`config.mk`:
```
export PLATFORM = sky130hd
export DESIGN_NAME = cpuexc_unit
export DESIGN_NICKNAME = d
export VERILOG_FILES = /design/src/hdl/cpuexc_unit.v
export VERILOG_INCLUDE_DIRS = /design/src /design/src/common
export SDC_FILE = /design/constraint.sdc
export NUM_CORES = 1
export LEC_CHECK = 0
export BUFFER_PORTS_ARGS = -buffer_cell sky130_fd_sc_hd__buf_2
export CAP_MARGIN = 5
export CORE_UTILIZATION = 57
export CTS_CLUSTER_DIAMETER = 80
export DETAILED_ROUTE_END_ITERATION = 8
export PLACE_DENSITY = 0.83
export SYNTH_ARGS = -nofsm -noshare
export SYNTH_HDL_FRONTEND = slang
export SYNTH_SLANG_ARGS = --single-unit
```
`constraint.sdc`:
```
create_clock -name i_clock -period 3.8 [get_ports i_clock]
set_input_delay 0.57 -clock i_clock [delete_from_list [all_inputs] [get_ports i_clock]]
set_output_delay 0.57 -clock i_clock [all_outputs]
set_load 0.01 [all_outputs]
```
`src/common/cpuexc_defines.vh`:
```
`ifndef CPUEXC_DEFINES_VH
`define CPUEXC_DEFINES_VH

// Register indices as printed; byte address is four times the index
`define CPUEXC_IDX_PRIORITY_LEVEL_LOAD 6'h12
`define CPUEXC_IDX_SOFTWARE_INTERRUPT_REQUEST 6'h14
`define CPUEXC_IDX_SOFTWARE_INTERRUPT_SUMMARY 6'h15
`define CPUEXC_ADDR_PRIORITY_LEVEL_LOAD 8'h48
`define CPUEXC_ADDR_SOFTWARE_INTERRUPT_REQUEST 8'h50
`define CPUEXC_ADDR_SOFTWARE_INTERRUPT_SUMMARY 8'h54
`define CPUEXC_ADDR_STATUS_LONGWORD 8'h80
`define CPUEXC_ADDR_EXC_STATUS 8'h84
`define CPUEXC_ADDR_SAVED_PC 8'h88
`define CPUEXC_ADDR_FRAME_COUNT 8'h8c
`define CPUEXC_ADDR_FRAME_CODE 8'h90
`define CPUEXC_ADDR_FRAME_CLEAR 8'h94

// Status longword fields
`define CPUEXC_PSL_IPL_HI 20
`define CPUEXC_PSL_IPL_LO 16
`define CPUEXC_IPL_SYSFAIL 5'h1f
`define CPUEXC_PSL_RESET 32'h041f0000

// Frame fields
`define CPUEXC_MC_BYTE_COUNT 32'h00000018
`define CPUEXC_MC_RESTART_BIT 31
`define CPUEXC_MC_PARAM_WORDS 4'h8

// Exception types
`define CPUEXC_TYPE_TRAP 2'h0
`define CPUEXC_TYPE_FAULT 2'h1
`define CPUEXC_TYPE_ABORT 2'h2

// Exception cause selects
`define CPUEXC_C_INT_OVF 5'h00
`define CPUEXC_C_INT_DIV 5'h01
`define CPUEXC_C_SUBRNG 5'h02
`define CPUEXC_C_FLT_OVF 5'h03
`define CPUEXC_C_FLT_DIV 5'h04
`define CPUEXC_C_FLT_UND 5'h05
`define CPUEXC_C_ACV 5'h06
`define CPUEXC_C_TNV 5'h07
`define CPUEXC_C_RADDR 5'h08
`define CPUEXC_C_ROPRND 5'h09
`define CPUEXC_C_RPRIV 5'h0a
`define CPUEXC_C_EMUL_START 5'h0b
`define CPUEXC_C_EMUL_CONT 5'h0c
`define CPUEXC_C_CHMK 5'h0d
`define CPUEXC_C_CHME 5'h0e
`define CPUEXC_C_CHMS 5'h0f
`define CPUEXC_C_CHMU 5'h10
`define CPUEXC_C_BPT 5'h11
`define CPUEXC_C_TRACE 5'h12
`define CPUEXC_C_CONSOLE 5'h13
`define CPUEXC_C_INTSTK 5'h14
`define CPUEXC_C_KSTK 5'h15
`define CPUEXC_C_MCHK 5'h16

// Vector offsets
`define CPUEXC_V_ARITH 8'h34
`define CPUEXC_V_ACV 8'h20
`define CPUEXC_V_TNV 8'h24
`define CPUEXC_V_RADDR 8'h1c
`define CPUEXC_V_ROPRND 8'h18
`define CPUEXC_V_RPRIV 8'h10
`define CPUEXC_V_EMUL_START 8'hc8
`define CPUEXC_V_EMUL_CONT 8'hcc
`define CPUEXC_V_CHMK 8'h40
`define CPUEXC_V_CHME 8'h44
`define CPUEXC_V_CHMS 8'h48
`define CPUEXC_V_CHMU 8'h4c
`define CPUEXC_V_BPT 8'h2c
`define CPUEXC_V_TRACE 8'h28
`define CPUEXC_V_KSTK 8'h08
`define CPUEXC_V_MCHK 8'h04
`define CPUEXC_V_NONE 8'h00

// Machine check codes
`define CPUEXC_MC_FP_PROTO 16'h0001
`define CPUEXC_MC_FP_OPC 16'h0002
`define CPUEXC_MC_FP_OPPAR 16'h0003
`define CPUEXC_MC_FP_STAT 16'h0004
`define CPUEXC_MC_FP_RESPAR 16'h0005
`define CPUEXC_MC_MM_MISS 16'h0008
`define CPUEXC_MC_MM_HIT 16'h0009
`define CPUEXC_MC_IPL_UNUSED 16'h000a
`define CPUEXC_MC_UC_STRING 16'h000b
`define CPUEXC_MC_UC_TRAP 16'h000c
`define CPUEXC_MC_UC_CSADDR 16'h000d
`define CPUEXC_MC_RD_CACHE 16'h0010
`define CPUEXC_MC_RD_BUS 16'h0011
`define CPUEXC_MC_WR_BUS 16'h0012
`define CPUEXC_MC_BUS_UNDEF 16'h0013
`define CPUEXC_MC_SRC_COUNT 15

`endif

```
`src/hdl/cpuexc_unit.v`:
```
`timescale 1ns/1ns
`include "cpuexc_defines.vh"

// Functional notes
// - Priority register write loads status bits 20:16
// - Request writes set summary pending levels 1-15
// - Trap saves next instruction address
// - Fault saves faulting instruction address
// - Abort saves address of aborted instruction
// - Save PC/status; system failure raises level 1f
// - Console, bad interrupt stack or nested exception goes firmware
// - Vector offsets per cause class table
// - Machine check frame: status, PC, params, count
// - Byte count longword holds 24
// - Restart bit set when no state changed
// - Low 16 bits hold machine check code
// - Floating coprocessor errors codes 01 to 05
// - Translation miss 08, hit 09
// - Unused interrupt level gives code 0a
// - Microcode inconsistencies codes 0b 0c 0d
// - Read cache error 10, bus error 11
// - Write bus error gives code 12
// - Undefined bus state gives code 13
module cpuexc_unit (
  input wire i_clock,
  input wire i_rst_n,
  input wire i_psel,
  input wire i_penable,
  input wire i_pwrite,
  input wire [7:0] i_paddr,
  input wire [31:0] i_pwdata,
  output reg o_pready,
  output reg [31:0] o_prdata,
  output reg o_pslverr,
  input wire i_exc_valid,
  input wire [4:0] i_exc_cause,
  input wire [31:0] i_cur_pc,
  input wire [31:0] i_next_pc,
  input wire [31:0] i_abort_pc,
  input wire i_in_service,
  input wire [`CPUEXC_MC_SRC_COUNT-1:0] i_mc_src,
  input wire i_state_changed,
  input wire [31:0] i_mc_param,
  output reg o_exc_taken,
  output reg [1:0] o_exc_type,
  output reg [7:0] o_vector,
  output reg o_to_firmware,
  output reg [31:0] o_saved_pc,
  output reg [31:0] o_saved_psl,
  output reg [4:0] o_priority_level,
  output reg [15:1] o_soft_pending,
  output reg o_frame_valid,
  output reg [3:0] o_frame_index,
  output reg [31:0] o_frame_data
);

  localparam [1:0] ST_IDLE = 2'h0;
  localparam [1:0] ST_PUSH = 2'h1;
  localparam [1:0] ST_DONE = 2'h2;

  reg [31:0] psl_q;
  reg [31:0] psl_d;
  reg [15:1] software_interrupt_summary_q;
  reg [15:1] software_interrupt_summary_d;
  reg [1:0] state_q;
  reg [1:0] state_d;
  reg [3:0] idx_q;
  reg [3:0] idx_d;
  reg [15:0] code_q;
  reg restart_q;
  reg [31:0] mc_pc_q;
  reg [31:0] mc_psl_q;
  reg [31:0] param_q;
  reg [31:0] frame_word;
  reg [15:0] mc_code;
  reg mc_any;
  reg [1:0] etype;
  reg [7:0] evec;
  reg [31:0] epc;
  reg sysfail;
  reg fw;
  reg take;
  integer k;

  wire wr_acc = i_psel & i_penable & i_pwrite;

  // Shared decode for exception class type
  function [1:0] cause_type;
    input [4:0] c;
    begin
      case (c)
        `CPUEXC_C_INT_OVF, `CPUEXC_C_INT_DIV, `CPUEXC_C_SUBRNG,
        `CPUEXC_C_CHMK, `CPUEXC_C_CHME, `CPUEXC_C_CHMS, `CPUEXC_C_CHMU:
          cause_type = `CPUEXC_TYPE_TRAP;
        `CPUEXC_C_CONSOLE, `CPUEXC_C_INTSTK, `CPUEXC_C_KSTK, `CPUEXC_C_MCHK:
          cause_type = `CPUEXC_TYPE_ABORT;
        default:
          cause_type = `CPUEXC_TYPE_FAULT;
      endcase
    end
  endfunction

  // Shared decode for cause to control-block vector
  function [7:0] cause_vec;
    input [4:0] c;
    begin
      case (c)
        `CPUEXC_C_INT_OVF, `CPUEXC_C_INT_DIV, `CPUEXC_C_SUBRNG,
        `CPUEXC_C_FLT_OVF, `CPUEXC_C_FLT_DIV, `CPUEXC_C_FLT_UND:
          cause_vec = `CPUEXC_V_ARITH;
        `CPUEXC_C_ACV: cause_vec = `CPUEXC_V_ACV;
        `CPUEXC_C_TNV: cause_vec = `CPUEXC_V_TNV;
        `CPUEXC_C_RADDR: cause_vec = `CPUEXC_V_RADDR;
        `CPUEXC_C_ROPRND: cause_vec = `CPUEXC_V_ROPRND;
        `CPUEXC_C_RPRIV: cause_vec = `CPUEXC_V_RPRIV;
        `CPUEXC_C_EMUL_START: cause_vec = `CPUEXC_V_EMUL_START;
        `CPUEXC_C_EMUL_CONT: cause_vec = `CPUEXC_V_EMUL_CONT;
        `CPUEXC_C_CHMK: cause_vec = `CPUEXC_V_CHMK;
        `CPUEXC_C_CHME: cause_vec = `CPUEXC_V_CHME;
        `CPUEXC_C_CHMS: cause_vec = `CPUEXC_V_CHMS;
        `CPUEXC_C_CHMU: cause_vec = `CPUEXC_V_CHMU;
        `CPUEXC_C_BPT: cause_vec = `CPUEXC_V_BPT;
        `CPUEXC_C_TRACE: cause_vec = `CPUEXC_V_TRACE;
        `CPUEXC_C_KSTK: cause_vec = `CPUEXC_V_KSTK;
        `CPUEXC_C_MCHK: cause_vec = `CPUEXC_V_MCHK;
        default: cause_vec = `CPUEXC_V_NONE;
      endcase
    end
  endfunction

  // Code table indexed by source bit; low index is earlier in the pipeline
  function [15:0] src_code;
    input [3:0] s;
    begin
      case (s)
        4'h0: src_code = `CPUEXC_MC_FP_PROTO;
        4'h1: src_code = `CPUEXC_MC_FP_OPC;
        4'h2: src_code = `CPUEXC_MC_FP_OPPAR;
        4'h3: src_code = `CPUEXC_MC_FP_STAT;
        4'h4: src_code = `CPUEXC_MC_FP_RESPAR;
        4'h5: src_code = `CPUEXC_MC_MM_MISS;
        4'h6: src_code = `CPUEXC_MC_MM_HIT;
        4'h7: src_code = `CPUEXC_MC_IPL_UNUSED;
        4'h8: src_code = `CPUEXC_MC_UC_STRING;
        4'h9: src_code = `CPUEXC_MC_UC_TRAP;
        4'ha: src_code = `CPUEXC_MC_UC_CSADDR;
        4'hb: src_code = `CPUEXC_MC_RD_CACHE;
        4'hc: src_code = `CPUEXC_MC_RD_BUS;
        4'hd: src_code = `CPUEXC_MC_WR_BUS;
        4'he: src_code = `CPUEXC_MC_BUS_UNDEF;
        default: src_code = 16'h0000;
      endcase
    end
  endfunction

  // Descending scan so the lowest set source is the one kept
  always @* begin
    mc_code = 16'h0000;
    mc_any = 1'b0;
    for (k = `CPUEXC_MC_SRC_COUNT - 1; k >= 0; k = k - 1) begin
      if (i_mc_src[k]) begin
        mc_code = src_code(k[3:0]);
        mc_any = 1'b1;
      end
    end
  end

  always @* begin
    etype = cause_type(i_exc_cause);
    evec = cause_vec(i_exc_cause);
    sysfail = (i_exc_cause == `CPUEXC_C_CONSOLE) | (i_exc_cause == `CPUEXC_C_INTSTK) |
              (i_exc_cause == `CPUEXC_C_KSTK) | (i_exc_cause == `CPUEXC_C_MCHK);
    fw = (i_exc_cause == `CPUEXC_C_CONSOLE) | (i_exc_cause == `CPUEXC_C_INTSTK) | i_in_service;
    case (etype)
      `CPUEXC_TYPE_TRAP: epc = i_next_pc;
      `CPUEXC_TYPE_FAULT: epc = i_cur_pc;
      default: epc = i_abort_pc;
    endcase
    // A frame push in progress, or its done cycle, blocks new exceptions; requests are not held
    take = (state_q == ST_IDLE) & (i_exc_valid | mc_any);
  end

  always @* begin
    psl_d = psl_q;
    if (wr_acc && i_paddr == `CPUEXC_ADDR_PRIORITY_LEVEL_LOAD) begin
      psl_d[`CPUEXC_PSL_IPL_HI:`CPUEXC_PSL_IPL_LO] = i_pwdata[4:0];
    end
    if (wr_acc && i_paddr == `CPUEXC_ADDR_STATUS_LONGWORD) begin
      psl_d = i_pwdata;
    end
    if (take && (mc_any || sysfail)) begin
      psl_d[`CPUEXC_PSL_IPL_HI:`CPUEXC_PSL_IPL_LO] = `CPUEXC_IPL_SYSFAIL;
    end
  end

  always @* begin
    software_interrupt_summary_d = software_interrupt_summary_q;
    if (wr_acc && i_paddr == `CPUEXC_ADDR_SOFTWARE_INTERRUPT_SUMMARY) begin
      software_interrupt_summary_d = i_pwdata[15:1];
    end
    if (wr_acc && i_paddr == `CPUEXC_ADDR_SOFTWARE_INTERRUPT_REQUEST && i_pwdata[3:0] != 4'h0) begin
      software_interrupt_summary_d[i_pwdata[3:0]] = 1'b1;
    end
  end

  always @* begin
    state_d = state_q;
    idx_d = idx_q;
    case (state_q)
      ST_IDLE: begin
        if (take && mc_any) begin
          state_d = ST_PUSH;
          idx_d = 4'h0;
        end
      end
      ST_PUSH: begin
        if (idx_q == `CPUEXC_MC_PARAM_WORDS + 4'h3) begin
          state_d = ST_DONE;
        end else begin
          idx_d = idx_q + 4'h1;
        end
      end
      ST_DONE: state_d = ST_IDLE;
      default: state_d = ST_IDLE;
    endcase
  end

  // Frame order from the top of stack: count, code word, params, PC, status
  always @* begin
    if (idx_q == 4'h0) begin
      frame_word = `CPUEXC_MC_BYTE_COUNT;
    end else if (idx_q == 4'h1) begin
      frame_word = {restart_q, 15'h0000, code_q};
    end else if (idx_q == `CPUEXC_MC_PARAM_WORDS + 4'h2) begin
      frame_word = mc_pc_q;
    end else if (idx_q == `CPUEXC_MC_PARAM_WORDS + 4'h3) begin
      frame_word = mc_psl_q;
    end else begin
      frame_word = param_q;
    end
  end

  always @(posedge i_clock or negedge i_rst_n) begin
    if (!i_rst_n) begin
      psl_q <= `CPUEXC_PSL_RESET;
      software_interrupt_summary_q <= 15'h0000;
      state_q <= ST_IDLE;
      idx_q <= 4'h0;
      code_q <= 16'h0000;
      restart_q <= 1'b0;
      mc_pc_q <= 32'h00000000;
      mc_psl_q <= 32'h00000000;
      param_q <= 32'h00000000;
      o_pready <= 1'b0;
      o_prdata <= 32'h00000000;
      o_pslverr <= 1'b0;
      o_exc_taken <= 1'b0;
      o_exc_type <= 2'h0;
      o_vector <= 8'h00;
      o_to_firmware <= 1'b0;
      o_saved_pc <= 32'h00000000;
      o_saved_psl <= 32'h00000000;
      o_priority_level <= 5'h1f;
      o_soft_pending <= 15'h0000;
      o_frame_valid <= 1'b0;
      o_frame_index <= 4'h0;
      o_frame_data <= 32'h00000000;
    end else begin
      psl_q <= psl_d;
      software_interrupt_summary_q <= software_interrupt_summary_d;
      state_q <= state_d;
      idx_q <= idx_d;
      param_q <= i_mc_param;
      o_priority_level <= psl_d[`CPUEXC_PSL_IPL_HI:`CPUEXC_PSL_IPL_LO];
      o_soft_pending <= software_interrupt_summary_d;
      o_exc_taken <= take;
      // Clear goes first so a capture in the same cycle is not lost
      if (wr_acc && i_paddr == `CPUEXC_ADDR_FRAME_CLEAR) begin
        code_q <= 16'h0000;
        restart_q <= 1'b0;
      end
      if (take) begin
        o_saved_psl <= psl_q;
        o_to_firmware <= fw;
        if (mc_any) begin
          o_exc_type <= `CPUEXC_TYPE_ABORT;
          o_vector <= fw ? `CPUEXC_V_NONE : `CPUEXC_V_MCHK;
          o_saved_pc <= i_abort_pc;
          code_q <= mc_code;
          restart_q <= ~i_state_changed;
          mc_pc_q <= i_abort_pc;
          mc_psl_q <= psl_q;
        end else begin
          o_exc_type <= etype;
          o_vector <= fw ? `CPUEXC_V_NONE : evec;
          o_saved_pc <= epc;
        end
      end
      o_frame_valid <= (state_q == ST_PUSH);
      o_frame_index <= idx_q;
      o_frame_data <= frame_word;
      // Zero wait-state slave; data registered in the setup cycle for the access cycle
      o_pready <= i_psel & ~i_penable;
      o_pslverr <= 1'b0;
      o_prdata <= 32'h00000000;
      if (i_psel & ~i_penable & ~i_pwrite) begin
        case (i_paddr)
          `CPUEXC_ADDR_PRIORITY_LEVEL_LOAD: o_prdata <= {27'h0000000, psl_q[20:16]};
          `CPUEXC_ADDR_SOFTWARE_INTERRUPT_SUMMARY: o_prdata <= {16'h0000, software_interrupt_summary_q, 1'b0};
          `CPUEXC_ADDR_STATUS_LONGWORD: o_prdata <= psl_q;
          `CPUEXC_ADDR_EXC_STATUS: o_prdata <= {30'h00000000, state_q};
          `CPUEXC_ADDR_SAVED_PC: o_prdata <= o_saved_pc;
          `CPUEXC_ADDR_FRAME_COUNT: o_prdata <= `CPUEXC_MC_BYTE_COUNT;
          `CPUEXC_ADDR_FRAME_CODE: o_prdata <= {restart_q, 15'h0000, code_q};
          default: o_prdata <= 32'h00000000;
        endcase
      end
      if (i_psel & ~i_penable) begin
        case (i_paddr)
          `CPUEXC_ADDR_PRIORITY_LEVEL_LOAD, `CPUEXC_ADDR_SOFTWARE_INTERRUPT_REQUEST,
          `CPUEXC_ADDR_SOFTWARE_INTERRUPT_SUMMARY, `CPUEXC_ADDR_STATUS_LONGWORD,
          `CPUEXC_ADDR_EXC_STATUS, `CPUEXC_ADDR_SAVED_PC, `CPUEXC_ADDR_FRAME_COUNT,
          `CPUEXC_ADDR_FRAME_CODE, `CPUEXC_ADDR_FRAME_CLEAR: o_pslverr <= 1'b0;
          default: o_pslverr <= 1'b1;
        endcase
      end
    end
  end

endmodule

```
# [Word-level counts from Yosys, hierarchy flattened]
# Memory sizes are Yosys's and may differ from the RTL's.
# Index checks and enable logic that the tools add are counted.
[classes] n_addsub=1 magnitude_cmp=2 eq_ne=21 n_mux=63 bitwise=14 reduce_logical=20
[ops] op="16-bit two-way mux" n=17
[ops] op="32-bit one-hot mux with 7 select lines" n=1
[ops] op="32-bit two-way mux" n=6
[ops] op="32-bit one-hot mux with 2 select lines" n=1
[ops] op="8-bit equality test, second input constant" n=6
[ops] op="15-bit two-way mux" n=2
[ops] op="8-bit by 7-bit equality test with 1-bit output, second input constant" n=3
[ops] op="1-bit two-way mux" n=21
[ops] op="21-bit two-way mux" n=1
[ops] op="5-bit equality test, second input constant" n=4
[ops] op="8-bit two-way mux" n=2
[ops] op="5-bit two-way mux" n=3
[ops] op="15-bit bitwise OR" n=1
[ops] op="1-bit logical AND" n=9
[ops] op="9-bit OR reduction" n=1
[ops] op="4-bit equality test, second input constant" n=2
[ops] op="4-bit two-way mux" n=2
[ops] op="4-bit one-hot mux with 2 select lines" n=1
[ops] op="2-bit two-way mux" n=3
[ops] op="1-bit bitwise AND" n=5
[ops] op="4-bit by 5-bit less-than comparator with 1-bit output, second input constant" n=1
[ops] op="1-bit bitwise OR" n=5
[ops] op="4-bit by 1-bit adder with 4-bit output, second input constant" n=1
[ops] op="1-bit demux with 4-bit select" n=1
[ops] op="16 further kinds" n=22
[word_totals] reg_bits=313 rom_bits=256 word_cells=145 mem_count=2
[memory_table] memory="(no name shown)" depth=32 width=6 read_ports=1 rd_ports_with_merged_regs=0 write_ports=0 line="cpuexc_unit.v:107" rtl="case (c)"
[memory_table] memory="(no name shown)" depth=32 width=2 read_ports=1 rd_ports_with_merged_regs=0 write_ports=0 line="cpuexc_unit.v:91" rtl="case (c)"

# [Logic depth before layout (Yosys ltp)]
[logic_depth] word_depth=20 mapped_depth=9

# [Worst setup path after synthesis]
# Ideal clock, no wire load.
[synth_timing] path_kind="input -> register" start="in i_paddr[3]" end="reg psl_q[10]" setup_ns=0.125 t_arrival_ns=2.067 setup_slack_ns=1.609 cell_stages=7 path_buffers=2 cell_sequence="buf_2 or2_2 nor2_4 nand2_2 nor2_4 buf_6 mux2_2"
[synth_between] elab_chain_cells=2
[synth_rtl] element="from (decl)" line="cpuexc_unit.v:30" rtl="input wire [7:0] i_paddr,"
[synth_rtl] element="8-bit equality test"
[synth_rtl] element="1-bit logical AND (no source line)"
[synth_rtl] element="to (signal assigned)" line="cpuexc_unit.v:245" rtl="psl_q <= `CPUEXC_PSL_RESET;"
[synth_rtl] element="to (signal assigned)" line="cpuexc_unit.v:269" rtl="psl_q <= psl_d;"
[synth_rtl] element="to (decl)" line="cpuexc_unit.v:61" rtl="reg [31:0] psl_q;"
# No other way between the ends.
# A chain may end at the register's enable or synchronous reset.

# [Worst setup path in the final report]
[layout_timing] start="in i_exc_cause[0]" end="reg o_saved_pc[3]"
[layout_between] elab_chain_cells=4 elab_cells_between_ends=5 classes_between="eq/ne: 1; mux: 2; reduce/logical: 1; memory: 1"
[layout_rtl] element="from (decl)" line="cpuexc_unit.v:36" rtl="input wire [4:0] i_exc_cause,"
[layout_rtl] element="memory read 32 x 2 bit (*)"
[layout_rtl] element="2-bit by 1-bit equality test with 1-bit output / 2-bit zero test (equally long branches)" line="cpuexc_unit.v:174" rtl="case (etype)"
[layout_rtl] element="32-bit one-hot mux with 2 select lines (*)" line="cpuexc_unit.v:174"
[layout_rtl] element="32-bit two-way mux (*)" line="cpuexc_unit.v:285" rtl="if (mc_any) begin"
[layout_rtl] element="to (signal assigned)" line="cpuexc_unit.v:288" rtl="o_saved_pc <= i_abort_pc;"
[layout_rtl] element="to (signal assigned)" line="cpuexc_unit.v:296" rtl="o_saved_pc <= epc;"
[layout_rtl] element="to (decl)" line="cpuexc_unit.v:48" rtl="output reg [31:0] o_saved_pc,"
# Every way passes the cells marked *; elsewhere a longest branch is shown, timed or not.

==> impl_results.md <==
* Status: complete, no violations
* WL per Instance at between 20 and 25 um
* Endpoint kind of the worst setup timing path: flop
* Post-Syn Area at roughly 0.014 mm2
* Leakage power of the design at 8.84 nW
* Number of vias in the routed layout at between 10k and 15k
* Synth warnings at 0
* Total GRT Usage at roughly 36%
* Share of the cycle needed by the critical path after routing at approximately two thirds
* Dominant synthesized flop cell: sky130_fd_sc_hd__dfrtp_1
* Half-perimeter wire length of the detailed placement result at between 30000 and 40000 um
* F_max at 390 MHz
* Initial Utilization at around 58%
* Ordered cell list for the critical path: buf_2 -> inv_1 -> ha_1 -> nor3b_1 -> o21ai_2 -> nand2_2 -> a211oi_1 -> o21ai_0
* H-tree levels at 2
* Max transition margin at between 30% and 40%
* I/O Buffers at 360
* Pin count of the biggest net entering global routing at 97
* Area of the core at roughly 0.023 mm2
* Maximum VDD drop at 0.487 mV
* Synth Register Bits at a little over 300
* DR vias/cell at 5.97
* Overall die height at 157 um
* Clock sink total at between 300 and 400
* Arrival time of data at the critical path endpoint at 2930 ps
* Fraction of final layout cells sized beyond drive strength 1 at approximately 28%
* Max-slew violation total from the final report at 0
* Number of top-level pins at 363
* Worst Tran Pin Value at about 1000 ps
* Area leader, netlist: sky130_fd_sc_hd__dfrtp_1
* Number of nets at the end of the flow at ~1.9k
* Count of cells resized by post-cts repair at 0
* Final count of hold timing violations at 0
* Post-CTS Setup Inserts at 0
* Insertion delay of the later-clocked pin in the worst-skew pair at 510 ps
* Number of antenna violations at the first check in global routing at 5
* Largest cells by area after synthesis: sky130_fd_sc_hd__dfrtp_1, sky130_fd_sc_hd__nand2_1, sky130_fd_sc_hd__mux2i_1, sky130_fd_sc_hd__nor2_1, sky130_fd_sc_hd__a211oi_1
* Multiplexer fraction of the synthesized cell area at 6.20%
* Main combinational cell family by area after synthesis: simple AND/OR/NAND/NOR gates
* TritonCTS buffer count at 34
* Critical setup path kind: in2reg
* Syn Area/Cell at slightly below 10 um2
* Post-synth top area share at approximately 56%
* Final Setup Violations at 0
* Post-synthesis compound-gate area fraction at 13.5%
* Most common cell after layout, fill and taps aside: sky130_fd_sc_hd__nand2_1
* Clock Tree Buf Depth at 3
* Routability-driven placement congestion ratio at 0.948
* Placement Rows at 56
* Clk Tree Root Cell: sky130_fd_sc_hd__clkbuf_16
* Final sum of negative setup slack at 0 ps
* Synth Area in Simple Gates at 18.9%
* Layout overhead on the synthesized area at 22.8%
* Number of hold buffers added after cts at 0
* Via count of the first global-routing pass at 11.6k
* Clock transition time at the flip-flop clock pins of the worst setup and hold paths at roughly 60 ps
* Cell with the biggest individual delay on the critical path: sky130_fd_sc_hd__nand2_2
* Power density normalized to cell area at 642 mW/mm2
* Leading cell types in the layout, fill and taps excluded: sky130_fd_sc_hd__nand2_1, sky130_fd_sc_hd__buf_2, sky130_fd_sc_hd__dfrtp_1
* Adder-cell area share of the yosys netlist at less than 1%
* Count of maximum capacitance violations at 0
* Clock tree skew after final layout at 25.9 ps
* Post-synth EDFFs at 0
* Global route total overflow at 0
* Netlist cell types at 67
* Gate count after technology mapping at ~1.4k
* Fraction of registers with async set or reset after synthesis at between 90% and 100%
* Max Fanout on Critical Path at 18
* DIE AREA at roughly 0.025 mm2
* Xor and xnor area share after synthesis at less than 1%
* First-pass GRT wire length at 66100 um
* Total power consumption of the routed design at ~11 mW
* Kind of start point of the critical path: input pin
* Class of the tightest hold or removal check: in2async
* Iteration-0 DRC Markers at roughly 1.4k
* Die boundary width at roughly 160 um
* Biggest cell delay along the critical path at roughly 620 ps
* Required @ worst endpoint at 4170 ps
* Final min period at 2570 ps
* Clock tree from TritonCTS: built
* Remaining number of nets flagged by the antenna check after routing at 0
* DRT Pass-1 Iters at 6
* Post-Route WL at roughly 44000 um
* Sequential element share of the synthesized area at 57.1%
* Unrepaired setup endpoints after global routing: false
* DRC violations left at 0
## worst paths after layout
kind / slack (ps) / to / startpoint / cells after the start
max: 1230 / o_saved_pc[3]$_DFFE_PN0N_ / i_exc_cause[0] / 8
min: 90 / o_frame_data[21]$_DFF_PN0_ / i_rst_n / 1
max reg2reg: 1450 / o_saved_pc[31]$_DFFE_PN0N_ / state_q[1]$_DFFE_PN0P_ / 7
min reg2reg: 470 / o_saved_psl[4]$_DFFE_PN0N_ / o_saved_psl[4]$_DFFE_PN0N_ / 2
max in group asynchronous: 2680 / o_frame_data[12]$_DFF_PN0_ / i_rst_n / 2
min in group i_clock: 170 / param_q[28]$_DFF_PN0_ / i_mc_param[28] / 1
## cell families after synthesis
family,count (synthesis)
and+or+nand+nor,603
DFF,311
AOI/OAI and AO/OA,270
buffers and inverters,101
muxes,81
adders and majority gates,8
xor gates and xnor gates,2
other,1
## registers in the layout, indices dropped and copies added, names as in the netlist, 4 cells and up
| register | cells |
|---|---|
| psl_q | 32 |
| mc_pc_q | 32 |
| param_q | 32 |
| o_frame_data | 32 |
| software_interrupt_summary_q | 15 |
| code_q | 16 |
| o_frame_index | 4 |
| o_vector | 6 |
| mc_psl_q | 32 |
| o_saved_pc | 32 |
| idx_q | 4 |
| o_prdata | 32 |
| o_saved_psl | 32 |
## critical path, delay by kind of cell
kind                       cells  cell delay (ps)
AOI/OAI and AO/OA              3             1170
adders and majority gates      1              260
buffers and inverters          2              210
and+or+nand+nor                2              710
## power breakdown
part	internal [mW]	switching [mW]
Clock	2.00	1.31
Combinational	0.975	1.85
Sequential	4.02	0.598
Total	7.00	3.76
## metal layers
layer / routed length [um] / up-vias / track usage [%]
met3: 5130 / 137 / 10.4
met2: 20200 / 786 / 54.8
met1: 17000 / 5925 / 48.9
met4: 1780 / 0 / 14.1
li1: - / 5384 / -
met5: 0 / - / 0
## through the flow
stage	util [%]	instance area, um2	hold slack [ps]	worst slack (ps)	instances
floorplan	-	13600	274	1610	1378
global placement	66.6	15600	453	944	1986
detailed placement	66.6	15600	457	782	1986
CTS	71.4	16800	112	1300	2044
global route	71.4	16800	153	1080	2049
finish	71.4	16800	87.3	1230	2049
## synthesized netlist by cell type, types with 28 or more instances
cell type,number
sky130_fd_sc_hd__mux2i_1,53
sky130_fd_sc_hd__a211oi_1,49
sky130_fd_sc_hd__clkbuf_1,37
sky130_fd_sc_hd__buf_2,33
sky130_fd_sc_hd__nand2_1,376
sky130_fd_sc_hd__nor2_1,114
sky130_fd_sc_hd__a21oi_1,42
sky130_fd_sc_hd__mux2_2,28
sky130_fd_sc_hd__dfrtp_1,305
sky130_fd_sc_hd__o21ai_0,48
sky130_fd_sc_hd__a22oi_1,30
sky130_fd_sc_hd__nand3_1,31
## cell type report
cell class,instances,area (um2)
Fill cell,1755,6710
Clock buffer,47,981
Sequential cell,311,7790
Clock inverter,11,134
Tap cell,319,399
Antenna cell,5,12.5
Inverter,10,37.5
Multi-Input combinational cell,966,5410
Timing Repair Buffer,380,2000
Power figures use the tool's default switching activity.
